--- config.mk ---
export PLATFORM = sky130hd
export DESIGN_NAME = vpc_regs
export DESIGN_NICKNAME = d
export VERILOG_FILES = /design/src/inc/vpc_pkg.sv /design/src/hdl/vpc_regs.sv
export VERILOG_INCLUDE_DIRS = /design/src /design/src/inc
export SDC_FILE = /design/constraint.sdc
export NUM_CORES = 1
export LEC_CHECK = 0
export BUFFER_PORTS_ARGS = -buffer_cell sky130_fd_sc_hd__buf_2
export CORE_MARGIN = 2
export CORE_UTILIZATION = 33
export CTS_BUF_LIST = sky130_fd_sc_hd__clkbuf_2
export DETAILED_ROUTE_END_ITERATION = 6
export PLACE_DENSITY_LB_ADDON = 0.2
export SLEW_MARGIN = 0
export SYNTH_ARGS = -nofsm -noshare
export SYNTH_HDL_FRONTEND = slang
export SYNTH_SLANG_ARGS = --single-unit
--- constraint.sdc ---
create_clock -name clk -period 12.38 [get_ports clk]
set_input_delay 0.619 -clock clk [delete_from_list [all_inputs] [get_ports clk]]
set_output_delay 0.619 -clock clk [all_outputs]
set_load 0.02 [all_outputs]
--- src/inc/vpc_map.svh ---
// register offsets, field positions, codes and timing of the playback command block
`ifndef VPC_MAP_SVH
`define VPC_MAP_SVH

// ----------------------------------------
// register offsets
// ----------------------------------------
`define VPC_OFF_FUNC 8'h00
`define VPC_OFF_MASK 8'h02
`define VPC_OFF_ROM_START_ADDRESS 8'h04
`define VPC_OFF_ROM_BYTE_SIZE 8'h08
`define VPC_OFF_KEY 8'h0C
`define VPC_OFF_CMD0 8'h10
`define VPC_OFF_CMD1 8'h12
`define VPC_OFF_SENT0 8'h14
`define VPC_OFF_SENT1 8'h16
`define VPC_OFF_VOL0 8'h18
`define VPC_OFF_VOL1 8'h1A
`define VPC_OFF_REP0 8'h1C
`define VPC_OFF_REP1 8'h1E
`define VPC_OFF_SPEED 8'h20
`define VPC_OFF_PITCH 8'h24
`define VPC_OFF_STATE0 8'h40
`define VPC_OFF_STATE1 8'h42
`define VPC_OFF_ERROR 8'h44
`define VPC_OFF_STATUS 8'h46
`define VPC_OFF_VERSION 8'h4C
`define VPC_OFF_TRIG 8'h50
`define VPC_OFF_CTRL 8'h54

// ----------------------------------------
// field positions
// ----------------------------------------
`define VPC_BIT_READY 0
`define VPC_BIT_ACTIVE 8
`define VPC_BIT_ERR_CMD 0
`define VPC_BIT_ERR_FUNC 14
`define VPC_BIT_ERR_OTHER 15
`define VPC_BIT_M_REST 0
`define VPC_BIT_M_PLAY 1
`define VPC_BIT_M_PAUSE 2
`define VPC_BIT_M_MUTE 3

// ----------------------------------------
// codes and reset values
// ----------------------------------------
`define VPC_FUNC_PLAY 8'h01
`define VPC_FUNC_CHECK 8'h03
`define VPC_OPT_GAPLESS 8'h01
`define VPC_CMD_NOP 8'h00
`define VPC_CMD_START 8'h01
`define VPC_CMD_STOP_NOW 8'h02
`define VPC_CMD_STOP_END 8'h03
`define VPC_CMD_PAUSE_NOW 8'h04
`define VPC_CMD_PAUSE_END 8'h05
`define VPC_CMD_RESUME 8'h06
`define VPC_CMD_MUTE_NOW 8'h07
`define VPC_CMD_MUTE_END 8'h08
`define VPC_CMD_UNMUTE 8'h09
`define VPC_VOL_MAX 16'h007F
`define VPC_REP_FOREVER 16'h00FF
`define VPC_RATE_NORMAL 16'h0064
`define VPC_RATE_WIDE_LO 16'h004B
`define VPC_RATE_WIDE_HI 16'h007D
`define VPC_SPEED_PAIR_LO 16'h0055
`define VPC_SPEED_PAIR_HI 16'h0073
`define VPC_PITCH_PAIR_LO 16'h005A
`define VPC_PITCH_PAIR_HI 16'h006E
`define VPC_RATE_STEP 16'h0005
`define VPC_MASK_RST 16'h000F
`define VPC_REP_RST 16'h0001
// arbitrary revision values
`define VPC_VER_MAJOR 8'h01
`define VPC_VER_MINOR 8'h00

// ----------------------------------------
// timing
// ----------------------------------------
`define VPC_CLK_KHZ 20000
`define VPC_GAP_MS 100
`define VPC_ISSUE_CYCLES 3'h4

`endif

--- src/inc/vpc_pkg.sv ---
// types shared by the playback command block
package vpc_pkg;
  typedef enum logic [2:0] {ST_INITIAL, ST_RESTING, ST_PLAYING, ST_PAUSED, ST_MUTED} vpc_st_t;
  typedef enum logic [1:0] {PD_NONE, PD_STOP, PD_PAUSE, PD_MUTE} vpc_pend_t;
  typedef struct packed {
    logic enable;
    logic mix;
    logic [15:0] func;
    logic [15:0] mask;
    logic [31:0] rom_start_address;
    logic [31:0] rom_byte_size;
    logic [31:0] key;
    logic [1:0][15:0] cmd;
    logic [1:0][15:0] sent;
    logic [1:0][15:0] vol;
    logic [1:0][15:0] rep;
    logic [15:0] speed;
    logic [15:0] pitch;
    logic [2:0] busy_cnt;
    vpc_st_t [1:0] st;
    vpc_pend_t [1:0] pend;
    logic [1:0][7:0] loops;
    logic [1:0][20:0] gap_cnt;
    logic [15:0] err;
    logic [31:0] rd_data;
    logic [1:0] start;
    logic [1:0][15:0] phrase;
    logic [1:0][7:0] lvl;
    logic [1:0] gapless;
    logic active;
    logic evt;
    logic err_evt;
  } vpc_state_t;
endpackage

--- src/hdl/vpc_regs.sv ---
// register set and command interpreter of the two-channel sound playback processor
//
// Decided for this implementation: the register addresses and the plain strobed port.
`timescale 1ns/1ps
`include "vpc_map.svh"

module vpc_regs #(
  parameter int GAP_CYCLES = `VPC_GAP_MS * `VPC_CLK_KHZ
) (
  // clock and reset
  input wire logic clk,
  input wire logic rst,
  // register port
  input wire logic [7:0] addr,
  input wire logic [31:0] wr_data,
  input wire logic wr,
  input wire logic rd,
  output logic [31:0] rd_data,
  // synthesis engine
  input wire logic [1:0] phrase_end,
  output logic [1:0] phrase_start,
  output logic [15:0] ch0_phrase,
  output logic [15:0] ch1_phrase,
  output logic [7:0] ch0_level,
  output logic [7:0] ch1_level,
  output logic [1:0] gapless,
  output logic output_active_flag,
  // events
  output logic transition_evt,
  output logic error_evt
);
  import vpc_pkg::*;

  vpc_state_t q;
  vpc_state_t n;
  logic execute;

  // ----------------------------------------
  // parameter checks
  // ----------------------------------------
  function automatic logic on_grid(input logic [15:0] v, input logic [15:0] lo,
                                   input logic [15:0] hi);
    logic [15:0] d;
    d = v - lo;
    on_grid = (v >= lo) && (v <= hi) && ((d % `VPC_RATE_STEP) == 16'h0000);
  endfunction

  function automatic logic rates_ok(input logic [15:0] sp, input logic [15:0] pt);
    if (pt == 16'h0000)
      rates_ok = (sp == 16'h0000) || on_grid(sp, `VPC_RATE_WIDE_LO, `VPC_RATE_WIDE_HI);
    else if (sp == 16'h0000)
      rates_ok = on_grid(pt, `VPC_RATE_WIDE_LO, `VPC_RATE_WIDE_HI);
    else
      rates_ok = on_grid(sp, `VPC_SPEED_PAIR_LO, `VPC_SPEED_PAIR_HI)
        && on_grid(pt, `VPC_PITCH_PAIR_LO, `VPC_PITCH_PAIR_HI);
  endfunction

  assign execute = (q.busy_cnt == 3'h1);

  // ----------------------------------------
  // next state
  // ----------------------------------------
  always_comb
  begin
    logic [15:0] e;
    logic ok;
    e = 16'h0000;
    ok = 1'b0;
    n = q;
    n.rd_data = 32'h0000_0000;
    n.start = 2'b00;
    n.evt = 1'b0;
    n.err_evt = 1'b0;

    if (rd)
    begin
      case (addr)
        `VPC_OFF_FUNC: n.rd_data = {16'h0000, q.func};
        `VPC_OFF_MASK: n.rd_data = {16'h0000, q.mask};
        `VPC_OFF_ROM_START_ADDRESS: n.rd_data = q.rom_start_address;
        `VPC_OFF_ROM_BYTE_SIZE: n.rd_data = q.rom_byte_size;
        `VPC_OFF_KEY: n.rd_data = q.key;
        `VPC_OFF_CMD0: n.rd_data = {16'h0000, q.cmd[0]};
        `VPC_OFF_CMD1: n.rd_data = {16'h0000, q.cmd[1]};
        `VPC_OFF_SENT0: n.rd_data = {16'h0000, q.sent[0]};
        `VPC_OFF_SENT1: n.rd_data = {16'h0000, q.sent[1]};
        `VPC_OFF_VOL0: n.rd_data = {16'h0000, q.vol[0]};
        `VPC_OFF_VOL1: n.rd_data = {16'h0000, q.vol[1]};
        `VPC_OFF_REP0: n.rd_data = {16'h0000, q.rep[0]};
        `VPC_OFF_REP1: n.rd_data = {16'h0000, q.rep[1]};
        `VPC_OFF_SPEED: n.rd_data = {16'h0000, q.speed};
        `VPC_OFF_PITCH: n.rd_data = {16'h0000, q.pitch};
        `VPC_OFF_STATE0: n.rd_data = {29'h0000_0000, q.st[0]};
        `VPC_OFF_STATE1: n.rd_data = {29'h0000_0000, q.st[1]};
        `VPC_OFF_ERROR: n.rd_data = {16'h0000, q.err};
        `VPC_OFF_STATUS:
        begin
          n.rd_data[`VPC_BIT_ACTIVE] = q.active;
          n.rd_data[`VPC_BIT_READY] = (q.busy_cnt == 3'h0);
        end
        `VPC_OFF_VERSION: n.rd_data = {16'h0000, `VPC_VER_MAJOR, `VPC_VER_MINOR};
        `VPC_OFF_TRIG: n.rd_data = {31'h0000_0000, (q.busy_cnt != 3'h0)};
        `VPC_OFF_CTRL: n.rd_data = {30'h0000_0000, q.mix, q.enable};
        default: n.rd_data = 32'h0000_0000;
      endcase
    end

    // writes other than control are ignored while the processor is stopped
    if (wr && (q.enable || addr == `VPC_OFF_CTRL))
    begin
      case (addr)
        `VPC_OFF_FUNC: n.func = wr_data[15:0];
        `VPC_OFF_MASK: n.mask = wr_data[15:0];
        `VPC_OFF_ROM_START_ADDRESS: n.rom_start_address = wr_data;
        `VPC_OFF_ROM_BYTE_SIZE: n.rom_byte_size = wr_data;
        `VPC_OFF_KEY: n.key = wr_data;
        `VPC_OFF_CMD0: n.cmd[0] = wr_data[15:0];
        `VPC_OFF_CMD1: n.cmd[1] = wr_data[15:0];
        `VPC_OFF_SENT0: n.sent[0] = wr_data[15:0];
        `VPC_OFF_SENT1: n.sent[1] = wr_data[15:0];
        `VPC_OFF_VOL0: n.vol[0] = wr_data[15:0];
        `VPC_OFF_VOL1: n.vol[1] = wr_data[15:0];
        `VPC_OFF_REP0: n.rep[0] = wr_data[15:0];
        `VPC_OFF_REP1: n.rep[1] = wr_data[15:0];
        `VPC_OFF_SPEED: n.speed = wr_data[15:0];
        `VPC_OFF_PITCH: n.pitch = wr_data[15:0];
        `VPC_OFF_TRIG:
          if (wr_data[0] && q.busy_cnt == 3'h0)
            n.busy_cnt = `VPC_ISSUE_CYCLES;
        `VPC_OFF_CTRL:
        begin
          n.enable = wr_data[0];
          n.mix = wr_data[1];
        end
        default: n.func = n.func;
      endcase
    end

    if (q.busy_cnt != 3'h0)
      n.busy_cnt = q.busy_cnt - 3'h1;

    if (!q.enable)
    begin
      n.st[0] = ST_INITIAL;
      n.st[1] = ST_INITIAL;
      n.pend[0] = PD_NONE;
      n.pend[1] = PD_NONE;
      n.gap_cnt = '0;
    end
    else
    begin
      for (int c = 0; c < 2; c++)
      begin
        if (q.st[c] == ST_INITIAL && q.func[7:0] == `VPC_FUNC_PLAY)
          n.st[c] = ST_RESTING;

        // phrase boundary: pending actions first, then the loop count
        if (phrase_end[c] && (q.st[c] == ST_PLAYING || q.st[c] == ST_MUTED))
        begin
          n.pend[c] = PD_NONE;
          case (q.pend[c])
            PD_STOP: n.st[c] = ST_RESTING;
            PD_PAUSE: n.st[c] = ST_PAUSED;
            PD_MUTE: n.st[c] = ST_MUTED;
            default:
              if (q.loops[c] == 8'h01)
                n.st[c] = ST_RESTING;
              else
              begin
                if ({8'h00, q.loops[c]} != `VPC_REP_FOREVER)
                  n.loops[c] = q.loops[c] - 8'h01;
                if (q.gapless[c])
                  n.start[c] = 1'b1;
                else
                  n.gap_cnt[c] = 21'(GAP_CYCLES);
              end
          endcase
        end
        else if (q.gap_cnt[c] != 21'h0)
        begin
          n.gap_cnt[c] = q.gap_cnt[c] - 21'h1;
          if (q.gap_cnt[c] == 21'h1 && (q.st[c] == ST_PLAYING || q.st[c] == ST_MUTED))
            n.start[c] = 1'b1;
        end

        if (execute)
        begin
          if (q.func[7:0] != `VPC_FUNC_PLAY && q.func[7:0] != `VPC_FUNC_CHECK)
            e[`VPC_BIT_ERR_FUNC] = 1'b1;
          else if (q.func[7:0] == `VPC_FUNC_PLAY)
          begin
            if (q.cmd[c][15:8] > `VPC_OPT_GAPLESS)
              e[`VPC_BIT_ERR_CMD] = 1'b1;
            else
            begin
              case (q.cmd[c][7:0])
                `VPC_CMD_NOP: ok = 1'b1;
                `VPC_CMD_START:
                begin
                  ok = (q.st[c] == ST_RESTING);
                  if (ok && (q.vol[c] > `VPC_VOL_MAX || q.rep[c] == 16'h0000
                      || q.rep[c] > `VPC_REP_FOREVER
                      || (c == 0 && !rates_ok(q.speed, q.pitch))))
                    e[`VPC_BIT_ERR_OTHER] = 1'b1;
                  else if (ok)
                  begin
                    n.st[c] = ST_PLAYING;
                    n.loops[c] = q.rep[c][7:0];
                    n.phrase[c] = q.sent[c];
                    n.pend[c] = PD_NONE;
                    n.gap_cnt[c] = 21'h0;
                    n.start[c] = 1'b1;
                  end
                end
                `VPC_CMD_STOP_NOW:
                begin
                  ok = (q.st[c] == ST_PLAYING || q.st[c] == ST_PAUSED || q.st[c] == ST_MUTED);
                  if (ok)
                  begin
                    n.st[c] = ST_RESTING;
                    n.pend[c] = PD_NONE;
                    n.gap_cnt[c] = 21'h0;
                  end
                end
                `VPC_CMD_STOP_END:
                begin
                  ok = (q.st[c] == ST_PLAYING || q.st[c] == ST_MUTED);
                  if (ok)
                    n.pend[c] = PD_STOP;
                end
                `VPC_CMD_PAUSE_NOW:
                begin
                  ok = (q.st[c] == ST_PLAYING);
                  if (ok)
                    n.st[c] = ST_PAUSED;
                end
                `VPC_CMD_PAUSE_END:
                begin
                  ok = (q.st[c] == ST_PLAYING);
                  if (ok)
                    n.pend[c] = PD_PAUSE;
                end
                `VPC_CMD_RESUME:
                begin
                  ok = (q.st[c] == ST_PAUSED);
                  if (ok)
                    n.st[c] = ST_PLAYING;
                end
                `VPC_CMD_MUTE_NOW:
                begin
                  ok = (q.st[c] == ST_PLAYING);
                  if (ok)
                    n.st[c] = ST_MUTED;
                end
                `VPC_CMD_MUTE_END:
                begin
                  ok = (q.st[c] == ST_PLAYING);
                  if (ok)
                    n.pend[c] = PD_MUTE;
                end
                `VPC_CMD_UNMUTE:
                begin
                  ok = (q.st[c] == ST_MUTED);
                  if (ok)
                    n.st[c] = ST_PLAYING;
                end
                default: ok = 1'b0;
              endcase
              if (!ok)
                e[`VPC_BIT_ERR_CMD] = 1'b1;
            end
          end
        end
      end
    end

    // each issue replaces the error word; an error found now wins over that
    if (execute)
    begin
      n.err = e;
      n.err_evt = (e != 16'h0000);
    end

    for (int c = 0; c < 2; c++)
    begin
      if (n.st[c] != q.st[c])
      begin
        case (n.st[c])
          ST_RESTING: n.evt = n.evt | !q.mask[`VPC_BIT_M_REST];
          ST_PLAYING: n.evt = n.evt | !q.mask[`VPC_BIT_M_PLAY];
          ST_PAUSED: n.evt = n.evt | !q.mask[`VPC_BIT_M_PAUSE];
          ST_MUTED: n.evt = n.evt | !q.mask[`VPC_BIT_M_MUTE];
          default: n.evt = n.evt;
        endcase
      end
      n.gapless[c] = (n.cmd[c][15:8] == `VPC_OPT_GAPLESS) && !n.mix;
      n.lvl[c] = (n.st[c] == ST_MUTED) ? 8'h00 : n.vol[c][7:0];
    end
    n.active = (n.st[0] == ST_PLAYING) || (n.st[0] == ST_MUTED)
      || (n.st[1] == ST_PLAYING) || (n.st[1] == ST_MUTED);
  end

  always_ff @(posedge clk)
  begin
    if (rst)
    begin
      q <= '0;
      q.mask <= `VPC_MASK_RST;
      q.rep <= {`VPC_REP_RST, `VPC_REP_RST};
    end
    else
      q <= n;
  end

  assign rd_data = q.rd_data;
  assign phrase_start = q.start;
  assign ch0_phrase = q.phrase[0];
  assign ch1_phrase = q.phrase[1];
  assign ch0_level = q.lvl[0];
  assign ch1_level = q.lvl[1];
  assign gapless = q.gapless;
  assign output_active_flag = q.active;
  assign transition_evt = q.evt;
  assign error_evt = q.err_evt;
endmodule

==> impl_metrics.tcl <==
set metrics [dict create \
    path_max_fanout 6 \
    drc 3 \
    power_mw 2.583 \
    slew_violations 0 \
    max_slew.worst_pin.slew_ns 1.273 \
    drtPass1Iterations 7 \
    setup_ws_ns 0.2320 \
    crit_required_ns 13.42 \
    outcome "complete, but fails checks" \
    seq_area_frac_synth_pct 30.04 \
    ioPinCount 133 \
    die_y_um 305.8 \
    r2r_start "q[183]" \
    avgViaCountPerCell 5.605 \
    cts_buffer_depth 3 \
    clkTransAtPathRegs_ns 0.11 \
    critical-path-max-stage-delay_ns 0.58 \
    holdPathStages 4 \
    rsz0062_at_grt "true" \
    cts_tree "built" \
    whs_endpoint "rd_data[16]" \
    power_density_mw_per_mm2 73.33 \
    slew_headroom_pct 14.22 \
    synthToLayoutAreaGrowth_pct 17.17 \
    start_util_pct 33.34 \
    nNetsFinal 4473 \
    dp_hpwl_um 79140 \
    fin_skew_ns 0.1682 \
    cts_buffers 113 \
    synth-edff-count 0 \
    yosysWarnings 0 \
    min_path_type "input pin to flop" \
    final_common_cell "nand2_1" \
    seqCellArea_mm2 0.009031 \
    drive_gt1_share_pct 19.49 \
    synth_ff_type "dfxtp_1" \
    crit_path_top_delay_cell "or4_4" \
    r2r_setup_slack_ns 0.23 \
    place_congestion 0.9013 \
    nFillCells 9515 \
    fp-row-count 110 \
    utilization_pct 39.07 \
    die-area_mm2 0.09352 \
    placed_area_mm2 0.03293 \
    syn-cell-area_mm2 0.03006 \
    io_buffers 132 \
    grt_overflow_total 0 \
    drt_iter0_drc 2842 \
    wl_per_cell_um 19.70 \
    end_kind "flop" \
    track_usage_pct 22.67 \
    p_leak_nw 13.30 \
    path_common_cell "buf_4" \
    avgSynthCellArea_um2 7.358 \
    pre_cts_ws_ns -0.1085 \
    synthArstFlopShare_pct 0 \
    finalInstanceArea_mm2 0.03522 \
    layout_common_cells "808 x nand2_1, 449 x dfxtp_1, 430 x a21oi_1" \
    wirelength_um 111100 \
    crit_type "flop to flop" \
    numClockSinks 451 \
    worstReg2RegEnd "transition_evt" \
    grt_max_degree 97 \
    finalSetupViolCount 0 \
    holdCritStartpoint "addr[3]" \
    maxCapViolCount 0 \
    violations "design-rule violations" \
    arrival_ns 13.19 \
    insertion_delay_ns 1.22 \
    netlist_instances 4085 \
    vias 31600 \
    synth_cell_types 130 \
    r2r_cells 53 \
    grt_pass1_wl_um 170500 \
    ir_worst_vdd_mv 0.06790 \
    timing.fmax_mhz 82.32 \
    fin_crit_sh_pct 98.13 \
    multi_input_comb_area_mm2 0.01986 \
    antenna_found_initial 11 \
    period_needed_ns 12.15 \
    grt_pass1_vias 29170 \
    root_buffer "clkbuf_2" \
    core_mm2 0.09015 \
    cts_max_level 3 \
    critPathLaunchType "flop" \
    syn-num-nets 4174 \
    ys_seq_elements 451 \
    drtAntennaViolNets 0 \
    die_width_um 305.8 \
    final_hold_viol_count 0 \
]
## cell families after synthesis
kind of cell	share of synthesized area [%]
compound gates	26.11
xor+xnor	4.242
fa+ha+maj	1.856
buf+inv	6.294
flops	30.04
mux	4.625
simple gates	26.84
## per-layer routing
metal | part of all wire (%) | GRT usage, %
met5 | 0.047 | 0
met3 | 6.9 | 3.411
met2 | 45 | 36.20
met4 | 2.8 | 7.767
met1 | 45 | 31.05
## Yosys cell counts, drive strengths merged (11+ instances only)
library cell / number / area, µm²
and2: 33 / 214.0
or3: 36 / 235.2
o211ai: 40 / 305.3
a21o: 18 / 135.1
a32oi: 12 / 112.6
xnor2: 97 / 864.6
xor2: 46 / 410.4
nor2: 326 / 1224
a211o: 11 / 97.59
a222oi: 19 / 190.2
a211oi: 35 / 285.3
o21a: 15 / 113.9
and4: 12 / 105.1
or4: 18 / 142.6
nand3b: 14 / 105.1
clkbuf: 191 / 724.4
o22ai: 29 / 187.7
nor4: 56 / 350.3
o31ai: 21 / 162.6
nor3: 148 / 755.7
o211a: 13 / 137.6
dfxtp: 451 / 9029
nor3b: 14 / 110.1
and3: 30 / 187.7
mux2i: 86 / 860.8
a22oi: 86 / 655.6
nand2b: 40 / 250.2
inv: 54 / 202.7
nand2: 812 / 3050
o21ai: 179 / 899.6
ha: 43 / 538.0
a31oi: 44 / 305.3
or2: 18 / 112.6
a22o: 18 / 157.7
a221oi: 42 / 410.4
nand3: 102 / 540.5
mux2: 47 / 529.3
nand4: 27 / 168.9
buf: 135 / 950.9
a21oi: 450 / 2278
nor2b: 38 / 237.7
## report_power, final
group | internal [mW] | switching (mW) | total (mW)
Combinational | 0.0383 | 0.0873 | 0.126
Clock | 0.364 | 0.636 | 1.00
Sequential | 1.45 | 0.00338 | 1.46
Total | 1.86 | 0.726 | 2.58
## metrics by stage
step           hold slack, ns  instances  TNS [ns]
2_1_floorplan          0.4329       4085         0
6_report               0.1764       5639         0
3_3_place_gp           0.4386       5368  -0.01163
4_1_cts               0.06553       5609         0
3_5_place_dp           0.4447       5368    -1.898
5_1_grt                0.1275       5638    -9.911
## state kept, by name, indices dropped and copies added (netlist names)
signal              count
ch0_level               8
ch0_phrase             16
ch1_level               8
ch1_phrase             16
error_evt               1
gapless                 2
output_active_flag      1
phrase_start            2
q                     364
rd_data                32
transition_evt          1
## critical path, delay by kind of cell, from the launching register on
family,cells,cell delay (ns)
xor+xnor,2,0.32
buf+inv,12,1.78
compound gates,25,5.34
fa+ha+maj,1,0.22
simple gates,13,3.98
flops,1,0.33
## worst max-delay path by stage
stage            from             end
2_1_floorplan  q[183]  transition_evt
3_3_place_gp   q[181]  transition_evt
3_5_place_dp   q[181]  transition_evt
4_1_cts        q[181]  transition_evt
5_1_grt        q[183]  transition_evt
6_report       q[183]  transition_evt
## cell type report
class / instances / share of cell area [%]
clock buffer: 157 / 2.231
sequential: 451 / 25.64
inverter: 55 / 0.5862
multi-input combinational: 3252 / 56.39
clock inverter: 32 / 0.4831
timing repair buffer: 511 / 10.45
antenna: 5 / 0.03553
tap: 1176 / 4.178
## what timing repair did
item | in CTS | in global routing
hold buffers | 50 | 0
buffers inserted | 2 | 24
cloned | 0 | 1
endpoints found under the hold margin | 317 | 0
resized for setup | 15 | 115
endpoints found under the setup margin | 55 | 62
pin swaps | 6 | 70
Note: power is estimated with default switching activity, not from simulation.
